[src/verilog/tick_timer_pkg.sv]
`default_nettype none
package tick_timer_pkg;
    // ----------------------------------------------------------------
    // Sizes
    // ----------------------------------------------------------------
    localparam int COUNT_W = 24;
    localparam int DATA_W = 32;
    localparam int STRB_W = 4;
    localparam int BYTE_W = 8;
    localparam int EVT_W = 2;

    // ----------------------------------------------------------------
    // Address map: region bounds and byte offsets inside it
    // ----------------------------------------------------------------
    localparam logic [31:0] REGION_BASE = 32'hE000_E010;
    localparam logic [31:0] REGION_LAST = 32'hE000_E0FF;
    localparam logic [7:0] OFS_CTRL = 8'h10;
    localparam logic [7:0] OFS_RELOAD = 8'h14;
    localparam logic [7:0] OFS_CURRENT = 8'h18;
    localparam logic [7:0] OFS_INT_STAT = 8'h20;
    localparam logic [7:0] OFS_INT_CLR = 8'h24;
    localparam logic [7:0] OFS_INT_EN = 8'h28;

    // ----------------------------------------------------------------
    // Field positions
    // ----------------------------------------------------------------
    localparam int CTRL_ENABLE_BIT = 0;
    localparam int CTRL_SRC_BIT = 2;
    localparam int CTRL_FLAG_BIT = 16;
    localparam int EVT_ZERO_BIT = 0;
    localparam int EVT_WRAP_BIT = 1;

    // ----------------------------------------------------------------
    // Reset values and constants
    // ----------------------------------------------------------------
    localparam logic [COUNT_W-1:0] COUNT_RST = 24'h00_0000;
    localparam logic [COUNT_W-1:0] COUNT_ONE = 24'h00_0001;
    localparam logic [COUNT_W-1:0] RELOAD_RST = 24'h00_0000;
    localparam logic [DATA_W-1:0] DATA_ZERO = 32'h0000_0000;
    localparam logic [EVT_W-1:0] EVT_ZERO = 2'h0;

    // State of the timer top, apart from the interrupt status bits held in sticky_event
    typedef struct packed {
        logic [COUNT_W-1:0] count;
        logic [COUNT_W-1:0] reload;
        logic enable;
        logic src_sel;
        logic flag;
        logic [EVT_W-1:0] int_en;
        logic [DATA_W-1:0] prdata;
        logic pready;
        logic pslverr;
        logic irq;
    } timer_state_s;

    // State of the tick source stage
    typedef struct packed {
        logic ext_prev;
    } tick_state_s;
endpackage
`default_nettype wire

[src/verilog/tick_source.sv]
`timescale 1ns/100ps
`default_nettype none
module tick_source (
    input wire logic pclk,
    input wire logic presetn,
    input wire logic ext_tick,
    input wire logic src_sel,
    output logic tick
);
    tick_timer_pkg::tick_state_s cur;
    tick_timer_pkg::tick_state_s nxt;

    // ----------------------------------------------------------------
    // Edge detect on the external tick
    // ----------------------------------------------------------------
    // Core clock ticks every cycle; external source ticks on rising edge
    always_comb begin
        nxt = cur;
        nxt.ext_prev = ext_tick;
    end

    always_ff @(posedge pclk or negedge presetn) begin
        if (!presetn) begin
            cur <= '0;
        end else begin
            cur <= nxt;
        end
    end

    assign tick = src_sel ? (ext_tick & ~cur.ext_prev) : 1'b1;
endmodule
`default_nettype wire

[src/verilog/sticky_event.sv]
`timescale 1ns/100ps
`default_nettype none
module sticky_event (
    input wire logic pclk,
    input wire logic presetn,
    input wire logic set,
    input wire logic clr,
    output logic flag
);
    logic flag_reg;
    logic flag_next;

    // Set beats a clear that lands in the same cycle
    always_comb begin
        flag_next = set | (flag_reg & ~clr);
    end

    always_ff @(posedge pclk or negedge presetn) begin
        if (!presetn) begin
            flag_reg <= 1'b0;
        end else begin
            flag_reg <= flag_next;
        end
    end

    assign flag = flag_reg;
endmodule
`default_nettype wire

[src/verilog/system_tick_timer.sv]
// Notes on behaviour
// 24-bit down-counter that wraps at zero; current value write clears it.
// When enabled, count decrements by one on each tick down to zero.
// Tick after reaching zero loads reload value, then keeps decrementing.
// Count changing to zero sets the sticky zero-reached flag.
// Reading control/status clears the zero-reached flag.
// Any write to current value clears count; data is not loaded.
// Current count need not reset to a defined value.
// Software clears current value before enabling the timer.
// Reload value zero holds count at zero after the reload.
// Registers decode inside the region starting at the timer base.
// Multi-byte values are little-endian; lowest address holds low byte.
// Source-select bit picks core clock or external tick.
// Current value write clears flag; bits above 23 read zero.
//
// The APB slave port and the placing of the registers were decided locally.
`timescale 1ns/100ps
`default_nettype none
module system_tick_timer (
    input wire logic pclk,
    input wire logic presetn,
    input wire logic psel,
    input wire logic penable,
    input wire logic pwrite,
    input wire logic [31:0] paddr,
    input wire logic [31:0] pwdata,
    input wire logic [3:0] pstrb,
    output logic pready,
    output logic [31:0] prdata,
    output logic pslverr,
    input wire logic ext_tick,
    output logic irq
);
    tick_timer_pkg::timer_state_s cur;
    tick_timer_pkg::timer_state_s nxt;

    logic tick;
    logic hit;
    logic mapped;
    logic [7:0] ofs;
    logic setup;
    logic wr_done;
    logic rd_done;
    logic [31:0] rd_mux;
    logic [31:0] rld_merged;
    logic [31:0] ctl_merged;
    logic [31:0] en_merged;
    logic [31:0] clr_merged;
    logic cvr_wr;
    logic tick_en;
    logic ev_zero;
    logic ev_wrap;
    logic flag_clr;
    logic [tick_timer_pkg::EVT_W-1:0] evt_set;
    logic [tick_timer_pkg::EVT_W-1:0] evt_clr;
    logic [tick_timer_pkg::EVT_W-1:0] int_stat;

    // ----------------------------------------------------------------
    // Byte-lane merge
    // ----------------------------------------------------------------
    // Lane 0 is the lowest address and the least significant byte
    function automatic logic [31:0] merge(input logic [31:0] old_val,
                                          input logic [31:0] new_val,
                                          input logic [3:0] strb);
        logic [31:0] res;
        res = old_val;
        for (int i = 0; i < tick_timer_pkg::STRB_W; i++) begin
            if (strb[i]) begin
                res[i*tick_timer_pkg::BYTE_W +: tick_timer_pkg::BYTE_W] =
                    new_val[i*tick_timer_pkg::BYTE_W +:
                            tick_timer_pkg::BYTE_W];
            end
        end
        return res;
    endfunction

    // ----------------------------------------------------------------
    // Submodules
    // ----------------------------------------------------------------
    tick_source u_tick (
        .pclk(pclk),
        .presetn(presetn),
        .ext_tick(ext_tick),
        .src_sel(cur.src_sel),
        .tick(tick)
    );

    // One sticky interrupt status bit per event
    for (genvar g = 0; g < tick_timer_pkg::EVT_W; g++) begin : g_evt
        sticky_event u_evt (
            .pclk(pclk),
            .presetn(presetn),
            .set(evt_set[g]),
            .clr(evt_clr[g]),
            .flag(int_stat[g])
        );
    end

    // ----------------------------------------------------------------
    // APB decode
    // ----------------------------------------------------------------
    // Only the six register offsets inside the timer region answer; everything else raises pslverr
    assign hit = (paddr >= tick_timer_pkg::REGION_BASE) &&
                 (paddr <= tick_timer_pkg::REGION_LAST);
    assign ofs = paddr[7:0];
    assign mapped = hit && ((ofs == tick_timer_pkg::OFS_CTRL) ||
                            (ofs == tick_timer_pkg::OFS_RELOAD) ||
                            (ofs == tick_timer_pkg::OFS_CURRENT) ||
                            (ofs == tick_timer_pkg::OFS_INT_STAT) ||
                            (ofs == tick_timer_pkg::OFS_INT_CLR) ||
                            (ofs == tick_timer_pkg::OFS_INT_EN));
    assign setup = psel & ~penable;
    // Access ends in the first access cycle, so no wait states
    assign wr_done = psel & penable & cur.pready & pwrite & mapped;
    assign rd_done = psel & penable & cur.pready & ~pwrite & mapped;

    // Merged write values, lanes taken from pstrb
    assign rld_merged = merge({8'h00, cur.reload}, pwdata, pstrb);
    assign ctl_merged = merge(rd_mux, pwdata, pstrb);
    assign en_merged = merge({30'h0, cur.int_en}, pwdata, pstrb);
    assign clr_merged = merge(tick_timer_pkg::DATA_ZERO, pwdata, pstrb);

    // ----------------------------------------------------------------
    // Read mux
    // ----------------------------------------------------------------
    always_comb begin
        rd_mux = tick_timer_pkg::DATA_ZERO;
        case (ofs)
            tick_timer_pkg::OFS_CTRL: begin
                rd_mux[tick_timer_pkg::CTRL_ENABLE_BIT] = cur.enable;
                rd_mux[tick_timer_pkg::CTRL_SRC_BIT] = cur.src_sel;
                rd_mux[tick_timer_pkg::CTRL_FLAG_BIT] = cur.flag;
            end
            tick_timer_pkg::OFS_RELOAD: begin
                rd_mux[tick_timer_pkg::COUNT_W-1:0] = cur.reload;
            end
            tick_timer_pkg::OFS_CURRENT: begin
                rd_mux[tick_timer_pkg::COUNT_W-1:0] = cur.count;
            end
            tick_timer_pkg::OFS_INT_STAT: begin
                rd_mux[tick_timer_pkg::EVT_W-1:0] = int_stat;
            end
            tick_timer_pkg::OFS_INT_EN: begin
                rd_mux[tick_timer_pkg::EVT_W-1:0] = cur.int_en;
            end
            default: begin
                rd_mux = tick_timer_pkg::DATA_ZERO;
            end
        endcase
    end

    // ----------------------------------------------------------------
    // Counter events
    // ----------------------------------------------------------------
    // A current-value write overrides a tick in the same cycle
    assign cvr_wr = wr_done && (ofs == tick_timer_pkg::OFS_CURRENT);
    assign tick_en = cur.enable & tick & ~cvr_wr;
    // Reload of zero from zero is no change, so no flag then
    assign ev_zero = tick_en &&
                     (cur.count == tick_timer_pkg::COUNT_ONE);
    assign ev_wrap = tick_en &&
                     (cur.count == tick_timer_pkg::COUNT_RST);
    // Clear only a flag value that the read actually returned
    assign flag_clr = (rd_done && (ofs == tick_timer_pkg::OFS_CTRL) &&
                       cur.prdata[tick_timer_pkg::CTRL_FLAG_BIT]) ||
                      cvr_wr;

    always_comb begin
        evt_set = tick_timer_pkg::EVT_ZERO;
        evt_set[tick_timer_pkg::EVT_ZERO_BIT] = ev_zero;
        evt_set[tick_timer_pkg::EVT_WRAP_BIT] = ev_wrap;
        evt_clr = tick_timer_pkg::EVT_ZERO;
        if (wr_done && (ofs == tick_timer_pkg::OFS_INT_CLR)) begin
            evt_clr = clr_merged[tick_timer_pkg::EVT_W-1:0];
        end
    end

    // ----------------------------------------------------------------
    // Next state
    // ----------------------------------------------------------------
    always_comb begin
        nxt = cur;
        // Bus answer prepared in the setup cycle
        nxt.pready = setup;
        if (setup) begin
            nxt.pslverr = ~mapped;
            nxt.prdata = (pwrite || !mapped) ?
                         tick_timer_pkg::DATA_ZERO : rd_mux;
        end
        // Counter
        if (cvr_wr) begin
            nxt.count = tick_timer_pkg::COUNT_RST;
        end else if (tick_en) begin
            if (cur.count == tick_timer_pkg::COUNT_RST) begin
                nxt.count = cur.reload;
            end else begin
                nxt.count = cur.count - tick_timer_pkg::COUNT_ONE;
            end
        end
        // Sticky flag; a new zero beats a clear
        nxt.flag = ev_zero | (cur.flag & ~flag_clr);
        // Register writes
        if (wr_done) begin
            case (ofs)
                tick_timer_pkg::OFS_CTRL: begin
                    nxt.enable =
                        ctl_merged[tick_timer_pkg::CTRL_ENABLE_BIT];
                    nxt.src_sel =
                        ctl_merged[tick_timer_pkg::CTRL_SRC_BIT];
                end
                tick_timer_pkg::OFS_RELOAD: begin
                    nxt.reload =
                        rld_merged[tick_timer_pkg::COUNT_W-1:0];
                end
                tick_timer_pkg::OFS_INT_EN: begin
                    nxt.int_en = en_merged[tick_timer_pkg::EVT_W-1:0];
                end
                default: begin
                    nxt.int_en = cur.int_en;
                end
            endcase
        end
        // Level interrupt from enabled status bits
        nxt.irq = |(int_stat & cur.int_en);
    end

    // ----------------------------------------------------------------
    // State register
    // ----------------------------------------------------------------
    // Count gets a defined reset value anyway; it costs nothing
    always_ff @(posedge pclk or negedge presetn) begin
        if (!presetn) begin
            cur.count <= tick_timer_pkg::COUNT_RST;
            cur.reload <= tick_timer_pkg::RELOAD_RST;
            cur.enable <= 1'b0;
            cur.src_sel <= 1'b0;
            cur.flag <= 1'b0;
            cur.int_en <= tick_timer_pkg::EVT_ZERO;
            cur.prdata <= tick_timer_pkg::DATA_ZERO;
            cur.pready <= 1'b0;
            cur.pslverr <= 1'b0;
            cur.irq <= 1'b0;
        end else begin
            cur <= nxt;
        end
    end

    assign pready = cur.pready;
    assign prdata = cur.prdata;
    assign pslverr = cur.pslverr;
    assign irq = cur.irq;
endmodule
`default_nettype wire

[config.mk]
export PLATFORM = sky130hd
export DESIGN_NAME = system_tick_timer
export DESIGN_NICKNAME = d
export VERILOG_FILES = /design/src/verilog/tick_timer_pkg.sv /design/src/verilog/tick_source.sv /design/src/verilog/sticky_event.sv /design/src/verilog/system_tick_timer.sv
export SDC_FILE = /design/constraint.sdc
export NUM_CORES = 1
export LEC_CHECK = 0
export ABC_AREA = 1
export BUFFER_PORTS_ARGS = -buffer_cell sky130_fd_sc_hd__buf_2
export CELL_PAD_IN_SITES_DETAIL_PLACEMENT = 0
export CELL_PAD_IN_SITES_GLOBAL_PLACEMENT = 2
export CORE_MARGIN = 2
export CORE_UTILIZATION = 33
export DETAILED_ROUTE_END_ITERATION = 16
export HOLD_SLACK_MARGIN = 0.05
export PLACE_DENSITY_LB_ADDON = 0.25
export SLEW_MARGIN = 20
export SYNTH_ARGS = -nofsm -noshare
export SYNTH_HDL_FRONTEND = slang
export SYNTH_SLANG_ARGS = --single-unit
export TNS_END_PERCENT = 30
[constraint.sdc]
create_clock -name pclk -period 3.2 [get_ports pclk]
set_input_delay 0.32 -clock pclk [delete_from_list [all_inputs] [get_ports pclk]]
set_output_delay 0.32 -clock pclk [all_outputs]
set_load 0.02 [all_outputs]
== Word level (Yosys, flattened, before mapping) ==
Index checks and enable logic that the tools add are counted.
W data, S select, Z words.
Storage, ports and cells
  word-level logic and storage cells: 88
  input port bits: 74
  flip-flop bits (word level): 91
  output and inout bits: 35
Operators by class
  $lt $le $gt $ge: 2
  bitwise operators: 25
  multiplexer cells: 14
  add/subtract/negate cells: 1
  equality and inequality tests: 7
  reduce and logical (&&, ||, !) cells: 24
Operators by type and width (number)
  $mux W24: 4
  $ge A32 B32 Y1 const B: 1
  $le A32 B32 Y1 const B: 1
  $pmux W13 S2: 1
  $eq A24 B1 Y1 const B: 1
  $eq A8 B5 Y1 const B: 3
  $eq A8 B6 Y1 const B: 3
  $logic_not A24 Y1: 1
  $sub A24 B1 Y24 const B: 1
  $pmux W7 S2: 1
  $and A1 B1 Y1: 13
  $reduce_and A3 Y1: 4
  $logic_and A1 B1 Y1: 8
  $not A1 Y1: 8
  $logic_or A1 B1 Y1: 7
  $pmux W1 S3: 2
  $pmux W1 S5: 1
  $mux W2: 2
  $pmux W1 S4: 1
  $mux W3: 1
  $or A1 B1 Y1: 3
  $and A2 B2 Y2: 1
  $reduce_and A2 Y1: 1
  $reduce_bool A2 Y1: 1
  3 further kinds: 3

== Depth between registers and ports, before layout ==
Gate-level depths: netlist of the first run.
  depth after elaboration: 14
  depth in mapped cells: 13
  depth with buffers taken out: 13

== Hierarchy ==
A second synthesis of the first run with hierarchy kept.
Second synthesis, totals
  cell total of the unflattened synthesis: 744
  area total of the unflattened synthesis: 5216.3 um^2
By module, submodules not included
  system_tick_timer: cells each 730, times used 1, area each 5099.9 um^2
  sticky_event: cells each 5, times used 2, area each 40.0 um^2
  tick_source: cells each 4, times used 1, area each 36.3 um^2

== Least setup slack after synthesis of the first run ==
No wires, ideal clock.
  path type: input port to flip-flop
  from: input paddr[7]
  to: register cur[79] in the netlist's numbering
  required time: 3.082 ns
  slack: 1.591 ns
  cell stages on the path: 9
  buffers on the path: 1
  arrival: 1.491 ns
  setup time: 0.118 ns
  cell sequence: nor2_1 -> nand2_1 -> nor2_2 -> nor2_1 -> nand3_4 -> nand4_1 -> buf_2 -> nand3_1 -> nand2_1
Between the ends
  cells in the longest elaborated chain, start to end: 12
  elaborated cells on any way between the ends: 21
  those cells by class: order compare: 2; eq/ne: 6; mux: 1; bitwise: 3; reduce/logical: 9
RTL lines
  from (decl): RTL line system_tick_timer.sv:25  | input wire logic [31:0] paddr,
  parallel branches: the longest is 8 deep, another holds $ge A32 B32 Y1
  $logic_and A1 B1 Y1 *: RTL line system_tick_timer.sv:156  | assign cvr_wr = wr_done && (ofs == tick_timer_pkg::OFS_CURRENT);
  $not A1 Y1: RTL line system_tick_timer.sv:157  | assign tick_en = cur.enable & tick & ~cvr_wr;
  $and A1 B1 Y1: RTL line system_tick_timer.sv:157
  $reduce_bool A2 Y1 (no source line)
  to (signal assigned): RTL line system_tick_timer.sv:244  | cur <= nxt;
  to (decl): RTL line system_tick_timer.sv:34  | tick_timer_pkg::timer_state_s cur;
Every way passes the cells marked *.
A chain may end at the register's enable or synchronous reset.

== Final worst setup path of the first run ==
  from: register cur[65] in the netlist's numbering
  to: register cur[83] in the netlist's numbering
Between the ends
  cells in the longest elaborated chain, start to end: 4
  elaborated cells on any way between the ends: 5
  those cells by class: add/sub: 1; mux: 3; reduce/logical: 1
RTL lines
  $sub A24 B1 Y24 / $logic_not A24 Y1 (equally long branches): RTL line system_tick_timer.sv:197, system_tick_timer.sv:194
  $mux W24 *: RTL line system_tick_timer.sv:194  | if (cur.count == tick_timer_pkg::COUNT_RST) begin
  $mux W24 *: RTL line system_tick_timer.sv:193  | end else if (tick_en) begin
  $mux W24 *: RTL line system_tick_timer.sv:191  | if (cvr_wr) begin
Every way passes the cells marked *; elsewhere a longest branch is shown, timed or not. The select of a mux whose other input is x is not followed.

==> results of run 1 <==
stage by stage:
step	worst slack, ns	util [%]	instance area (sq um)	hold slack, ns
2_1_floorplan	1.59	-	5130	0.0244
3_3_place_gp	1.00	36.6	5540	0.409
3_5_place_dp	0.938	36.6	5540	0.424
4_1_cts	1.24	38.3	5810	0.0832
5_1_grt	1.00	38.3	5810	0.0811
6_report	1.24	38.3	5810	0.0933
worst max-delay path, delay by kind of cell, from the launching register on:
family | cells | cell delay [ns]
flip-flops | 1 | 0.38
AND/OR/NAND/NOR | 7 | 1.18
AO/OA/AOI/OAI | 1 | 0.19
buffers and inverters | 1 | 0.16
cells in the final DEF (no fill, tap or decap), drive strengths merged:
cell         count
nand2          195
buf             99
inv             96
dfrtp           83
nand3           82
nor2            80
o21ai           70
o22ai           17
o21bai          12
clkbuf          12
nand4           11
xor2            10
conb             8
ha               3
clkinv           3
nor3             2
a21oi            2
and3             1
o211ai           1
xnor2            1
nand3b           1
dlygate4sd3      1
worst max path at each step:
| stage | startpoint | endpoint | depth (start not counted) |
|---|---|---|---|
| floorplan | paddr[7] | cur[79] | 9 |
| global placement | paddr[4] | g_evt[0].u_evt.flag | 12 |
| detailed placement | paddr[4] | g_evt[0].u_evt.flag | 12 |
| CTS | cur[72] | cur[82] | 9 |
| global route | cur[72] | cur[82] | 9 |
| finish | cur[65] | cur[83] | 9 |
cells in the mapped netlist, types with 3 or more instances:
cell        n
nand2_1   195
inv_1      94
dfrtp_1    83
nand3_1    79
nor2_1     72
o21ai_0    46
buf_4      32
o21ai_1    24
o22ai_1    17
clkbuf_1   13
o21bai_1   12
xor2_1     10
nand4_1     9
buf_2       8
nor2_2      4
nor2_4      4
ha_1        3
logic make-up after synthesis:
group,synth area share [%]
AO/OA/AOI/OAI,11.0
XOR/XNOR,1.89
adder cells (fa/ha/maj),0.735
buffers and inverters,13.9
flip-flops,40.7
other,0.0734
AND/OR/NAND/NOR,31.7
power by group through the flow:
stage	sequential, mW	clock [mW]	combinational (mW)
4_1_cts	1.05	0.999	0.106
6_report	1.05	0.973	0.102
5_1_grt	1.05	1.05	0.117
3_5_place_dp	1.07	0	0.105
2_1_floorplan	1.07	0	0.0376
3_3_place_gp	1.07	0	0.102
cell type report:
type / count / area [sq um]
Sequential cell: 83 / 2080
Clock buffer: 12 / 246
Inverter: 96 / 360
Timing Repair Buffer: 100 / 528
Multi-Input combinational cell: 496 / 2350
Clock inverter: 3 / 15.0
Fill cell: 1653 / 9340
Tap cell: 188 / 235
timing repair:
action | 4_1_cts | 5_1_grt
hold buffers | 1 | 0
hold endpoints to repair | 4 | 0
endpoints found under the setup margin | 0 | 0
buffers inserted | 0 | 0
layer usage:
layer	vias up	wire, um
met2	104	6270
li1	2383	-
met4	0	211
met3	14	656
met5	-	0
met1	2166	7180
==> impl_metrics.env, run 1 <==
export IMPL_result_of_the_run="finished, final reports clean"
export IMPL_largest_reg_flops=53
export IMPL_netlist_instances=723
export IMPL_route_vias_total=4667
export IMPL_power_switching_share_pct=23.5
export IMPL_effective_utilization_at_floorplan_pct=33.7
export IMPL_synth_largest_area_cell="dfrtp_1"
export IMPL_reg2regPathDepth=9
export IMPL_routed_wire_length_per_instance_um=14.6
export IMPL_total_die_area_sq_um=16500
export IMPL_yosysWarnings=0
export IMPL_share_of_power_burned_in_the_clock_network_pct=45.8
export IMPL_design_power_total_mw=2.13
export IMPL_port_buffer_count=91
export IMPL_achievable_frequency_mhz=509
export IMPL_startpoint_type="flip-flop"
export IMPL_power_per_cell_area_nw_per_um2=366
export IMPL_power_leakage_nw=2.88
export IMPL_grt_overflow=0
export IMPL_route_detailed_drc=0
export IMPL_power_combinational_fraction_pct=4.8
export IMPL_grt_use_met2_pct=28.6
export IMPL_total_setup_violations_reported_at_the_end_of_the_flow=0
export IMPL_first_pass_iters=4
export IMPL_rsz0062_at_grt="no"
export IMPL_number_of_synthesized_flops_with_an_enable_pin=0
export IMPL_fin_setup_tns_ns=0
export IMPL_cell_internal_pwr_mw=1.63
export IMPL_seq_area_frac_synth_pct=40.7
export IMPL_global_route_usage_total_pct=18.3
export IMPL_core_area_sq_um=15100
export IMPL_cts_clk_pin_slew_worst_paths_ns=0.06
export IMPL_synth_area_sq_um=5110
export IMPL_synthArstFlopShare_pct=100
export IMPL_grt_start_max_net_pins=52
export IMPL_grt_pass1_vias=4587
export IMPL_critPathSlowestCell="nor2_1"
export IMPL_final_hold_violation_count=0
export IMPL_numCtsBuffers=9
export IMPL_worstPathRequired_ns=3.48
export IMPL_boundaryPins=109
export IMPL_finish_cell_count_without_fillers=978
export IMPL_number_of_nets_in_the_layout=863
export IMPL_synth_top_cells_by_area="dfrtp_1 41%, nand2_1 14%, nand3_1 7.7%"
export IMPL_end_kind="flip-flop"
export IMPL_dieHeight_um=128
export IMPL_hold_path_cell_count=1
export IMPL_worstReg2RegStart="cur[65]"
export IMPL_timing_slew_headroom_pct=39.4
export IMPL_timing_reg2reg_setup_slack_ns=1.24
export IMPL_largest_stage_delay_on_the_critical_path_ns=0.47
export IMPL_gp_routability_congestion=0.861
export IMPL_min_delay_start="ext_tick"
export IMPL_num_rows=45
export IMPL_path_cells="inv_1 > nand3_1 > nor2_1 > nand2_1 > o21ai_0 > nand3_1 > nand2_1 > nand3_1 > nand2_1"
export IMPL_clock_tree_htree_level_count=3
export IMPL_cts_sinks=83
export IMPL_cts_tree="yes"
export IMPL_timing_hold_worst_class="primary input to flip-flop"
export IMPL_detailed_route_wire_length_um=14300
export IMPL_synth_lib_cells_used_distinct=29
export IMPL_worst_path_max_fanout=5
export IMPL_grtUsageMet1_pct=25.3
export IMPL_post_cts_resize_count=0
export IMPL_postSynthRegisterBits=83
export IMPL_drt_antenna_violating_nets=0
export IMPL_placed_cell_count=962
export IMPL_final_layout_size_suffix_gt1_share_pct=16.1
export IMPL_first_iter_violations=304
export IMPL_final_setup_skew_ns=0.00714
export IMPL_final_period_utilization_pct=61.4
export IMPL_synth_top_cell_area_share_pct=40.7
export IMPL_syn2layout_area_growth_pct=13.7
export IMPL_tightestPinTransition_ns=0.908
export IMPL_timing_final_crit_period_ns=1.96
export IMPL_syn_area_per_cell_sq_um=7.07
export IMPL_reg_to_reg_critical_path_endpoint="cur[83]"
export IMPL_die_outline_width_um=128
export IMPL_min_to="u_tick.cur"
export IMPL_grt_antenna_before_repair=0
export IMPL_timing_setup_critical_path_class="flip-flop to flip-flop"
export IMPL_grt_busiest_layer="met2"
export IMPL_power_sequential_fraction_pct=49.4
export IMPL_number_of_pins_with_negative_max_slew_slack_in_the_final_report=0
export IMPL_grtUsageMet3_pct=3.78
export IMPL_grt_first_pass_wirelength_um=23400
export IMPL_cts_buffer_depth=2
export IMPL_insertedDiodeCount=0
export IMPL_vias_per_instance=4.77
export IMPL_clock_insertion_delay_worst_skew_ns=0.35
export IMPL_synthFlopType="dfrtp_1"
export IMPL_cts_root_buf="clkbuf_16"
export IMPL_hpwl_dp_um=10100
export IMPL_worst_ep_arrival_time_ns=2.25
export IMPL_maximum_ir_drop_on_the_vdd_rail_mv=0.244
export IMPL_drv_max_cap_violation_count=0
export IMPL_p_switching_mw=0.499
Note: power is estimated with default switching activity, not from simulation.
==> run 2, diff against run 1 <==
--- a/config.mk
+++ b/config.mk
@@ -5,12 +5,12 @@
 export SDC_FILE = /design/constraint.sdc
 export NUM_CORES = 1
 export LEC_CHECK = 0
-export ABC_AREA = 1
+export ABC_AREA = 0
 export BUFFER_PORTS_ARGS = -buffer_cell sky130_fd_sc_hd__buf_2
 export CELL_PAD_IN_SITES_DETAIL_PLACEMENT = 0
 export CELL_PAD_IN_SITES_GLOBAL_PLACEMENT = 2
 export CORE_MARGIN = 2
-export CORE_UTILIZATION = 33
+export CORE_UTILIZATION = 30
 export DETAILED_ROUTE_END_ITERATION = 16
 export HOLD_SLACK_MARGIN = 0.05
 export PLACE_DENSITY_LB_ADDON = 0.25
==> constraint.sdc (replaced) <==
create_clock -name pclk -period 1.8 [get_ports pclk]
set_input_delay 0.18 -clock pclk [delete_from_list [all_inputs] [get_ports pclk]]
set_output_delay 0.18 -clock pclk [all_outputs]
set_load 0.02 [all_outputs]
==> run 2 against run 1 <==
The run now ends with setup timing left; non-clock buffer count rose by 115; synthesized cell count fell by 33%; worst hold slack worse by 0.028 ns; critical endpoint is now cur[69]; largest power group unchanged.
==> impl_metrics.env, run 2 <==
export IMPL_fillCellCount=1534
export IMPL_drv_max_cap_violation_count=0
export IMPL_maximum_ir_drop_on_the_vdd_rail_mv=0.449
export IMPL_layout_setup_ws_ns=-0.163
export IMPL_power_leakage_nw=3.09
export IMPL_yosys_cell_count_top_type="dfrtp_1"
export IMPL_postSynthRegisterBits=83
export IMPL_die_outline_width_um=130
export IMPL_timing_slew_headroom_pct=64.1
export IMPL_final_layout_size_suffix_gt1_share_pct=47.7
export IMPL_grt_first_pass_wirelength_um=25300
export IMPL_layout_common_cells="107 x buf_4, 90 x buf_2, 83 x dfrtp_1, 43 x nand2_1"
export IMPL_rsz0062_at_grt="yes"
export IMPL_drt_antenna_violating_nets=0
export IMPL_synthArstFlopShare_pct=100
export IMPL_synthFlopType="dfrtp_1"
export IMPL_routed_wire_length_per_instance_um=18.5
export IMPL_total_die_area_sq_um=16800
export IMPL_num_rows=45
export IMPL_clock_insertion_delay_worst_skew_ns=0.34
export IMPL_timing_hold_worst_class="primary input to flip-flop"
export IMPL_worst_setup_path_startpoint="cur[65]"
export IMPL_timing_final_crit_period_ns=1.96
export IMPL_global_route_usage_total_pct=19.9
export IMPL_port_buffer_count=91
export IMPL_startpoint_type="flip-flop"
export IMPL_gp_routability_congestion=0.929
export IMPL_syn2layout_area_growth_pct=41.9
export IMPL_area_of_placed_instances_sq_um=6040
export IMPL_route_vias_total=4466
export IMPL_first_pass_iters=4
export IMPL_netlist_instances=485
export IMPL_syn_area_per_cell_sq_um=9.74
export IMPL_grt_start_max_net_pins=37
export IMPL_vias_per_instance=5.11
export IMPL_numCtsBuffers=9
export IMPL_worst_path_max_fanout=4
export IMPL_core_area_sq_um=15300
export IMPL_cts_buffer_depth=2
export IMPL_result_of_the_run="finished with violations"
export IMPL_total_setup_violations_reported_at_the_end_of_the_flow=23
export IMPL_achievable_frequency_mhz=510
export IMPL_tightestPinTransition_ns=0.539
export IMPL_synth_largest_area_cell="dfrtp_1"
export IMPL_grt_overflow=0
export IMPL_worstPathRequired_ns=2.02
export IMPL_clock_tree_htree_level_count=3
export IMPL_multi_input_comb_area_sq_um=2510
export IMPL_violations_in_the_final_reports="setup timing"
export IMPL_layout_area_seq_sq_um=2080
export IMPL_number_of_synthesized_flops_with_an_enable_pin=0
export IMPL_final_setup_skew_ns=0.00635
export IMPL_synth_top_cells_by_area="dfrtp_1 44%, mux2_2 7.1%, buf_4 5.1%"
export IMPL_min_delay_start="pwdata[15]"
export IMPL_detailed_route_wire_length_um=16200
export IMPL_synth_top_cells_by_count="83 x dfrtp_1, 44 x nand2_1, 32 x buf_4"
export IMPL_effective_utilization_at_floorplan_pct=30.9
export IMPL_synth_area_sq_um=4730
export IMPL_grt_pass1_vias=4482
export IMPL_timing_setup_critical_path_class="flip-flop to flip-flop"
export IMPL_cts_root_buf="clkbuf_16"
export IMPL_number_of_pins_with_negative_max_slew_slack_in_the_final_report=0
export IMPL_final_period_utilization_pct=109
export IMPL_grt_antenna_before_repair=0
export IMPL_stdcell_area_sq_um=6710
export IMPL_final_hold_violation_count=0
export IMPL_cts_tree="yes"
export IMPL_insertedDiodeCount=0
export IMPL_largest_reg_flops=53
export IMPL_power_per_cell_area_nw_per_um2=581
export IMPL_worst_ep_arrival_time_ns=2.18
export IMPL_yosysWarnings=0
export IMPL_cts_clk_pin_slew_worst_paths_ns=0.06
export IMPL_seq_area_frac_synth_pct=44.0
export IMPL_synth_lib_cells_used_distinct=65
export IMPL_commonest_non_fill_non_tap_cell_in_the_layout="buf_4"
export IMPL_end_kind="flip-flop"
export IMPL_cts_sinks=83
export IMPL_first_iter_violations=202
export IMPL_worstReg2RegStart="cur[65]"
export IMPL_dieHeight_um=130
export IMPL_hpwl_dp_um=12300
export IMPL_synth_top_cell_area_share_pct=44.0
export IMPL_boundaryPins=109
export IMPL_design_power_total_mw=3.89
export IMPL_route_detailed_drc=0
export IMPL_number_of_nets_in_the_layout=735
run 2: cell types whose count changed in the layout (fill, tap and decap cells not counted), moves of 10 or more:
cell / before / now
o22ai_1: 17 / 4
a22oi_1: 0 / 21
nand2_1: 195 / 43
o21bai_1: 12 / 0
nand3_1: 79 / 10
a21oi_1: 2 / 12
nor2_1: 72 / 20
mux2_2: 0 / 30
buf_4: 9 / 107
xor2_1: 10 / 0
o21ai_0: 46 / 12
inv_1: 94 / 8
run 2: final timing paths:
check                           cells past startpoint  slack, ns    endpoint
worst max-delay path                                6      -0.16     cur[69]
worst min-delay path                                2       0.07     cur[55]
worst max register to register                      6      -0.16     cur[69]
worst min register to register                      2       0.47   prdata[2]
max in group asynchronous                           3       0.86  prdata[15]
min in group asynchronous                           2       0.36  u_tick.cur
run 2: per-layer routing:
layer  share of wire [%]  track usage (%)  vias to the layer above
li1                    -                -                     2138
met1                  49             29.1                     2181
met2                  44             29.1                      124
met3                 5.1             3.84                       23
met4                 2.3             7.65                        0
met5                   0                0                        -
run 2: layout make-up:
| type | count | area share, % |
|---|---|---|
| multi-input combinational | 339 | 37.5 |
| sequential | 83 | 31.0 |
| timing repair buffer | 215 | 22.7 |
| clock buffer | 13 | 4.03 |
| tap | 211 | 3.94 |
| inverter | 10 | 0.560 |
| clock inverter | 3 | 0.317 |
run 2: repair_timing:
item / in CTS / in global routing
cloned: 0 / 0
gates resized for setup: 23 / 42
endpoints found under the hold margin: 34 / 0
setup endpoints to repair: 25 / 47
buffers inserted: 4 / 9
pin swaps: 7 / 18
hold buffers: 2 / 0
run 2: worst max-delay path, stage by stage, from the launching register on:
cell and delay (ns):
dfrtp_1 0.45, buf_4 0.17, or3_4 0.43, buf_4 0.15, or3_1 0.35, a21oi_4 0.19
o22ai_1 0.10
run 2: kinds of logic after synthesis:
| family | count (synthesis) | synth area share, % |
|---|---|---|
| buffers and inverters | 70 | 8.63 |
| adder cells (fa/ha/maj) | 3 | 0.794 |
| other | 1 | 0.0794 |
| AO/OA/AOI/OAI | 136 | 19.5 |
| multiplexers | 33 | 7.78 |
| flip-flops | 83 | 44.0 |
| AND/OR/NAND/NOR | 159 | 19.2 |
run 2: through the flow:
step | instances | hold slack, ns | utilization [%] | setup TNS [ns] | setup slack [ns]
after floorplan | 492 | -0.116 | - | -5.52 | -0.222
after global placement | 843 | 0.193 | 39.4 | -12.21 | -0.270
after detailed placement | 843 | 0.196 | 39.4 | -16.07 | -0.295
after CTS | 865 | 0.0558 | 42.3 | -1.57 | -0.125
after global routing | 874 | 0.0549 | 43.8 | -4.14 | -0.251
final | 874 | 0.0651 | 43.8 | -1.87 | -0.163
run 2: where the power goes:
group	total, mW	switching, mW	internal [mW]
Combinational	0.214	0.122	0.0921
Clock	1.81	0.759	1.05
Sequential	1.87	0.00192	1.87
Total	3.89	0.883	3.01
==> run 3, diff against run 2 <==
--- a/config.mk
+++ b/config.mk
@@ -10,12 +10,14 @@
 export CELL_PAD_IN_SITES_DETAIL_PLACEMENT = 0
 export CELL_PAD_IN_SITES_GLOBAL_PLACEMENT = 2
 export CORE_MARGIN = 2
-export CORE_UTILIZATION = 30
+export CORE_UTILIZATION = 31
+export CTS_BUF_LIST = sky130_fd_sc_hd__clkbuf_8
 export DETAILED_ROUTE_END_ITERATION = 16
 export HOLD_SLACK_MARGIN = 0.05
 export PLACE_DENSITY_LB_ADDON = 0.25
 export SLEW_MARGIN = 20
 export SYNTH_ARGS = -nofsm -noshare
 export SYNTH_HDL_FRONTEND = slang
+export SYNTH_HIERARCHICAL = 1
 export SYNTH_SLANG_ARGS = --single-unit
 export TNS_END_PERCENT = 30
==> run 3 against run 2 <==
Register-to-register slack hardly changed; combinational power increased by 29%; synthesized area up 3.8%; wire length down 1.5%; critical path depth increased by 3; sequential power about the same; largest cell class unchanged; worst setup slack got worse by 0.0059 ns; the run still ends with setup timing left; final area rose by 4.2%.
==> impl_metrics.env, run 3 <==
export IMPL_effective_utilization_at_floorplan_pct=32.0
export IMPL_layout_setup_ws_ns=-0.168
export IMPL_synthArstFlopShare_pct=100
export IMPL_yosysWarnings=6
export IMPL_routed_wire_length_per_instance_um=17.5
export IMPL_first_iter_violations=267
export IMPL_synthFlopType="dfrtp_1"
export IMPL_placement_setup_worst_slack_ns=-0.401
export IMPL_commonest_non_fill_non_tap_cell_in_the_layout="buf_4"
export IMPL_numCtsBuffers=9
export IMPL_final_period_utilization_pct=109
export IMPL_cell_internal_pwr_mw=2.69
export IMPL_global_route_usage_total_pct=19.6
export IMPL_gp_routability_congestion=0.898
export IMPL_synth_top_cell_area_share_pct=42.4
export IMPL_layout_common_cells="106 x buf_4, 90 x buf_2, 79 x dfrtp_1, 53 x nand2_1, 28 x o21ai_1"
export IMPL_clock_tree_htree_level_count=3
export IMPL_number_of_nets_in_the_layout=773
export IMPL_synth_area_sq_um=4900
export IMPL_number_of_synthesized_flops_with_an_enable_pin=0
export IMPL_cts_clk_pin_slew_worst_paths_ns=0.09
export IMPL_total_die_area_sq_um=16800
export IMPL_netlist_instances=507
export IMPL_final_hold_violation_count=0
export IMPL_end_kind="flip-flop"
export IMPL_fin_setup_tns_ns=-2.17
export IMPL_cts_sinks=83
export IMPL_syn_area_per_cell_sq_um=9.67
export IMPL_num_rows=45
export IMPL_worstPathRequired_ns=2.13
export IMPL_share_of_power_burned_in_the_clock_network_pct=41.1
export IMPL_p_switching_mw=0.946
export IMPL_core_area_sq_um=15300
export IMPL_grt_first_pass_wirelength_um=25000
export IMPL_total_setup_violations_reported_at_the_end_of_the_flow=23
export IMPL_holdWs_ns=0.0650
export IMPL_first_pass_iters=5
export IMPL_largest_stage_delay_on_the_critical_path_ns=0.42
export IMPL_grt_overflow=0
export IMPL_synth_lib_cells_used_distinct=70
export IMPL_synth_top_cells_by_count="83 x dfrtp_1, 54 x nand2_1, 32 x buf_4"
export IMPL_port_buffer_count=91
export IMPL_power_combinational_fraction_pct=7.6
export IMPL_grt_start_max_net_pins=33
export IMPL_largest_reg_flops=53
export IMPL_cts_tree="yes"
export IMPL_result_of_the_run="finished with violations"
export IMPL_insertedDiodeCount=0
export IMPL_die_outline_width_um=130
export IMPL_final_setup_skew_ns=0.0175
export IMPL_yosys_cell_count_top_type="dfrtp_1"
export IMPL_maximum_ir_drop_on_the_vdd_rail_mv=0.414
export IMPL_postSynthRegisterBits=83
export IMPL_timing_hold_worst_class="primary input to flip-flop"
export IMPL_drt_antenna_violating_nets=0
export IMPL_power_switching_share_pct=26.0
export IMPL_dieHeight_um=130
export IMPL_path_cells="nor4_4 > buf_4 > nand4_1 > buf_4 > nor2_4 > buf_6 > buf_6 > o21a_1 > o221a_2"
export IMPL_startpoint_type="flip-flop"
export IMPL_final_layout_size_suffix_gt1_share_pct=47.1
export IMPL_worst_path_max_fanout=5
export IMPL_number_of_pins_with_negative_max_slew_slack_in_the_final_report=0
export IMPL_achievable_frequency_mhz=508
export IMPL_timing_final_crit_period_ns=1.97
export IMPL_critPathSlowestCell="dfrtp_1"
export IMPL_route_detailed_drc=0
export IMPL_cts_buffer_depth=2
export IMPL_detailed_route_wire_length_um=15900
export IMPL_grt_antenna_before_repair=0
export IMPL_worst_ep_arrival_time_ns=2.30
export IMPL_clock_insertion_delay_worst_skew_ns=0.39
export IMPL_power_per_cell_area_nw_per_um2=521
export IMPL_cts_root_buf="clkbuf_8"
export IMPL_seq_area_frac_synth_pct=42.4
export IMPL_boundaryPins=109
export IMPL_syn2layout_area_growth_pct=42.5
export IMPL_route_vias_total=4625
export IMPL_drv_max_cap_violation_count=0
export IMPL_hpwl_dp_um=11800
export IMPL_violations_in_the_final_reports="setup timing"
export IMPL_synth_top_cells_by_area="dfrtp_1 42%, buf_4 4.9%, mux2_4 4.9%"
export IMPL_synth_largest_area_cell="dfrtp_1"
export IMPL_grt_pass1_vias=4700
export IMPL_power_leakage_nw=3.16
export IMPL_vias_per_instance=5.07
export IMPL_rsz0062_at_grt="yes"
export IMPL_power_sequential_fraction_pct=51.4
export IMPL_timing_setup_critical_path_class="flip-flop to flip-flop"
-- run 3: path summary, 6_finish.rpt --
| check | cells past startpoint | to | slack, ns | start |
|---|---|---|---|---|
| min in group asynchronous | 2 | cur[85] | 0.30 | presetn |
| max reg2reg | 9 | cur[69] | -0.17 | cur[76] |
| max in group asynchronous | 3 | prdata[12] | 0.93 | presetn |
| min | 2 | cur[54] | 0.06 | pwdata[14] |
| min reg2reg | 2 | prdata[3] | 0.48 | prdata[3] |
| max | 9 | cur[69] | -0.17 | cur[76] |
-- run 3: logic make-up (layout without fill, tap and decap cells) --
kind of cell	count (synthesis)	after routing	synth area share (%)
multiplexers	33	33	8.70
AND/OR/NAND/NOR	189	189	23.1
flip-flops	83	83	42.4
other	1	8	0.0765
adder cells (fa/ha/maj)	3	3	0.766
buffers and inverters	79	266	9.08
AO/OA/AOI/OAI	118	118	15.7
XOR/XNOR	1	1	0.179
-- run 3: timing repair --
action / in CTS / in global routing
gates cloned: 0 / 1
gates resized for setup: 25 / 47
buffers inserted: 5 / 6
endpoints found under the setup margin: 29 / 75
pin swaps: 22 / 21
endpoints found under the hold margin: 53 / 0
hold buffers: 24 / 0
-- run 3: final cells by class --
type                       count  area, sq um
tap                          211          264
timing repair buffer         238         1740
inverter                      12         45.0
sequential                    83         2080
multi-input combinational    352         2650
clock inverter                 6         72.6
clock buffer                  10          138
fill                        1524         8330
-- run 3: critical path, delay by kind of cell, from the launching register on --
kind            cells  cell delay, ns
buf+inv             4            0.62
simple gates        3            0.59
flops               1            0.42
compound gates      2            0.28
-- run 3: power by group through the flow --
stage / Clock [mW] / Combinational, mW / Sequential (mW)
floorplan: 0 / 0.0762 / 1.91
global placement: 0 / 0.234 / 1.91
detailed placement: 0 / 0.238 / 1.91
CTS: 1.54 / 0.278 / 1.87
global route: 1.60 / 0.304 / 1.87
finish: 1.50 / 0.275 / 1.87
-- run 3: stage by stage --
step	instance area, sq um	utilization [%]	power (mW)	instances
after global routing	6990	45.6	3.78	912
after global placement	6180	40.4	2.14	860
after floorplan	4980	-	1.99	514
final	6990	45.6	3.64	912
after CTS	6770	44.2	3.69	905
after detailed placement	6180	40.4	2.14	860
-- run 3: metal layers --
layer	up-vias	global-route usage, %	part of all wire (%)
met2	118	32.0	47
met3	16	3.65	4.2
met1	2272	26.5	47
li1	2219	-	-
met5	-	0	0
met4	0	5.57	1.4
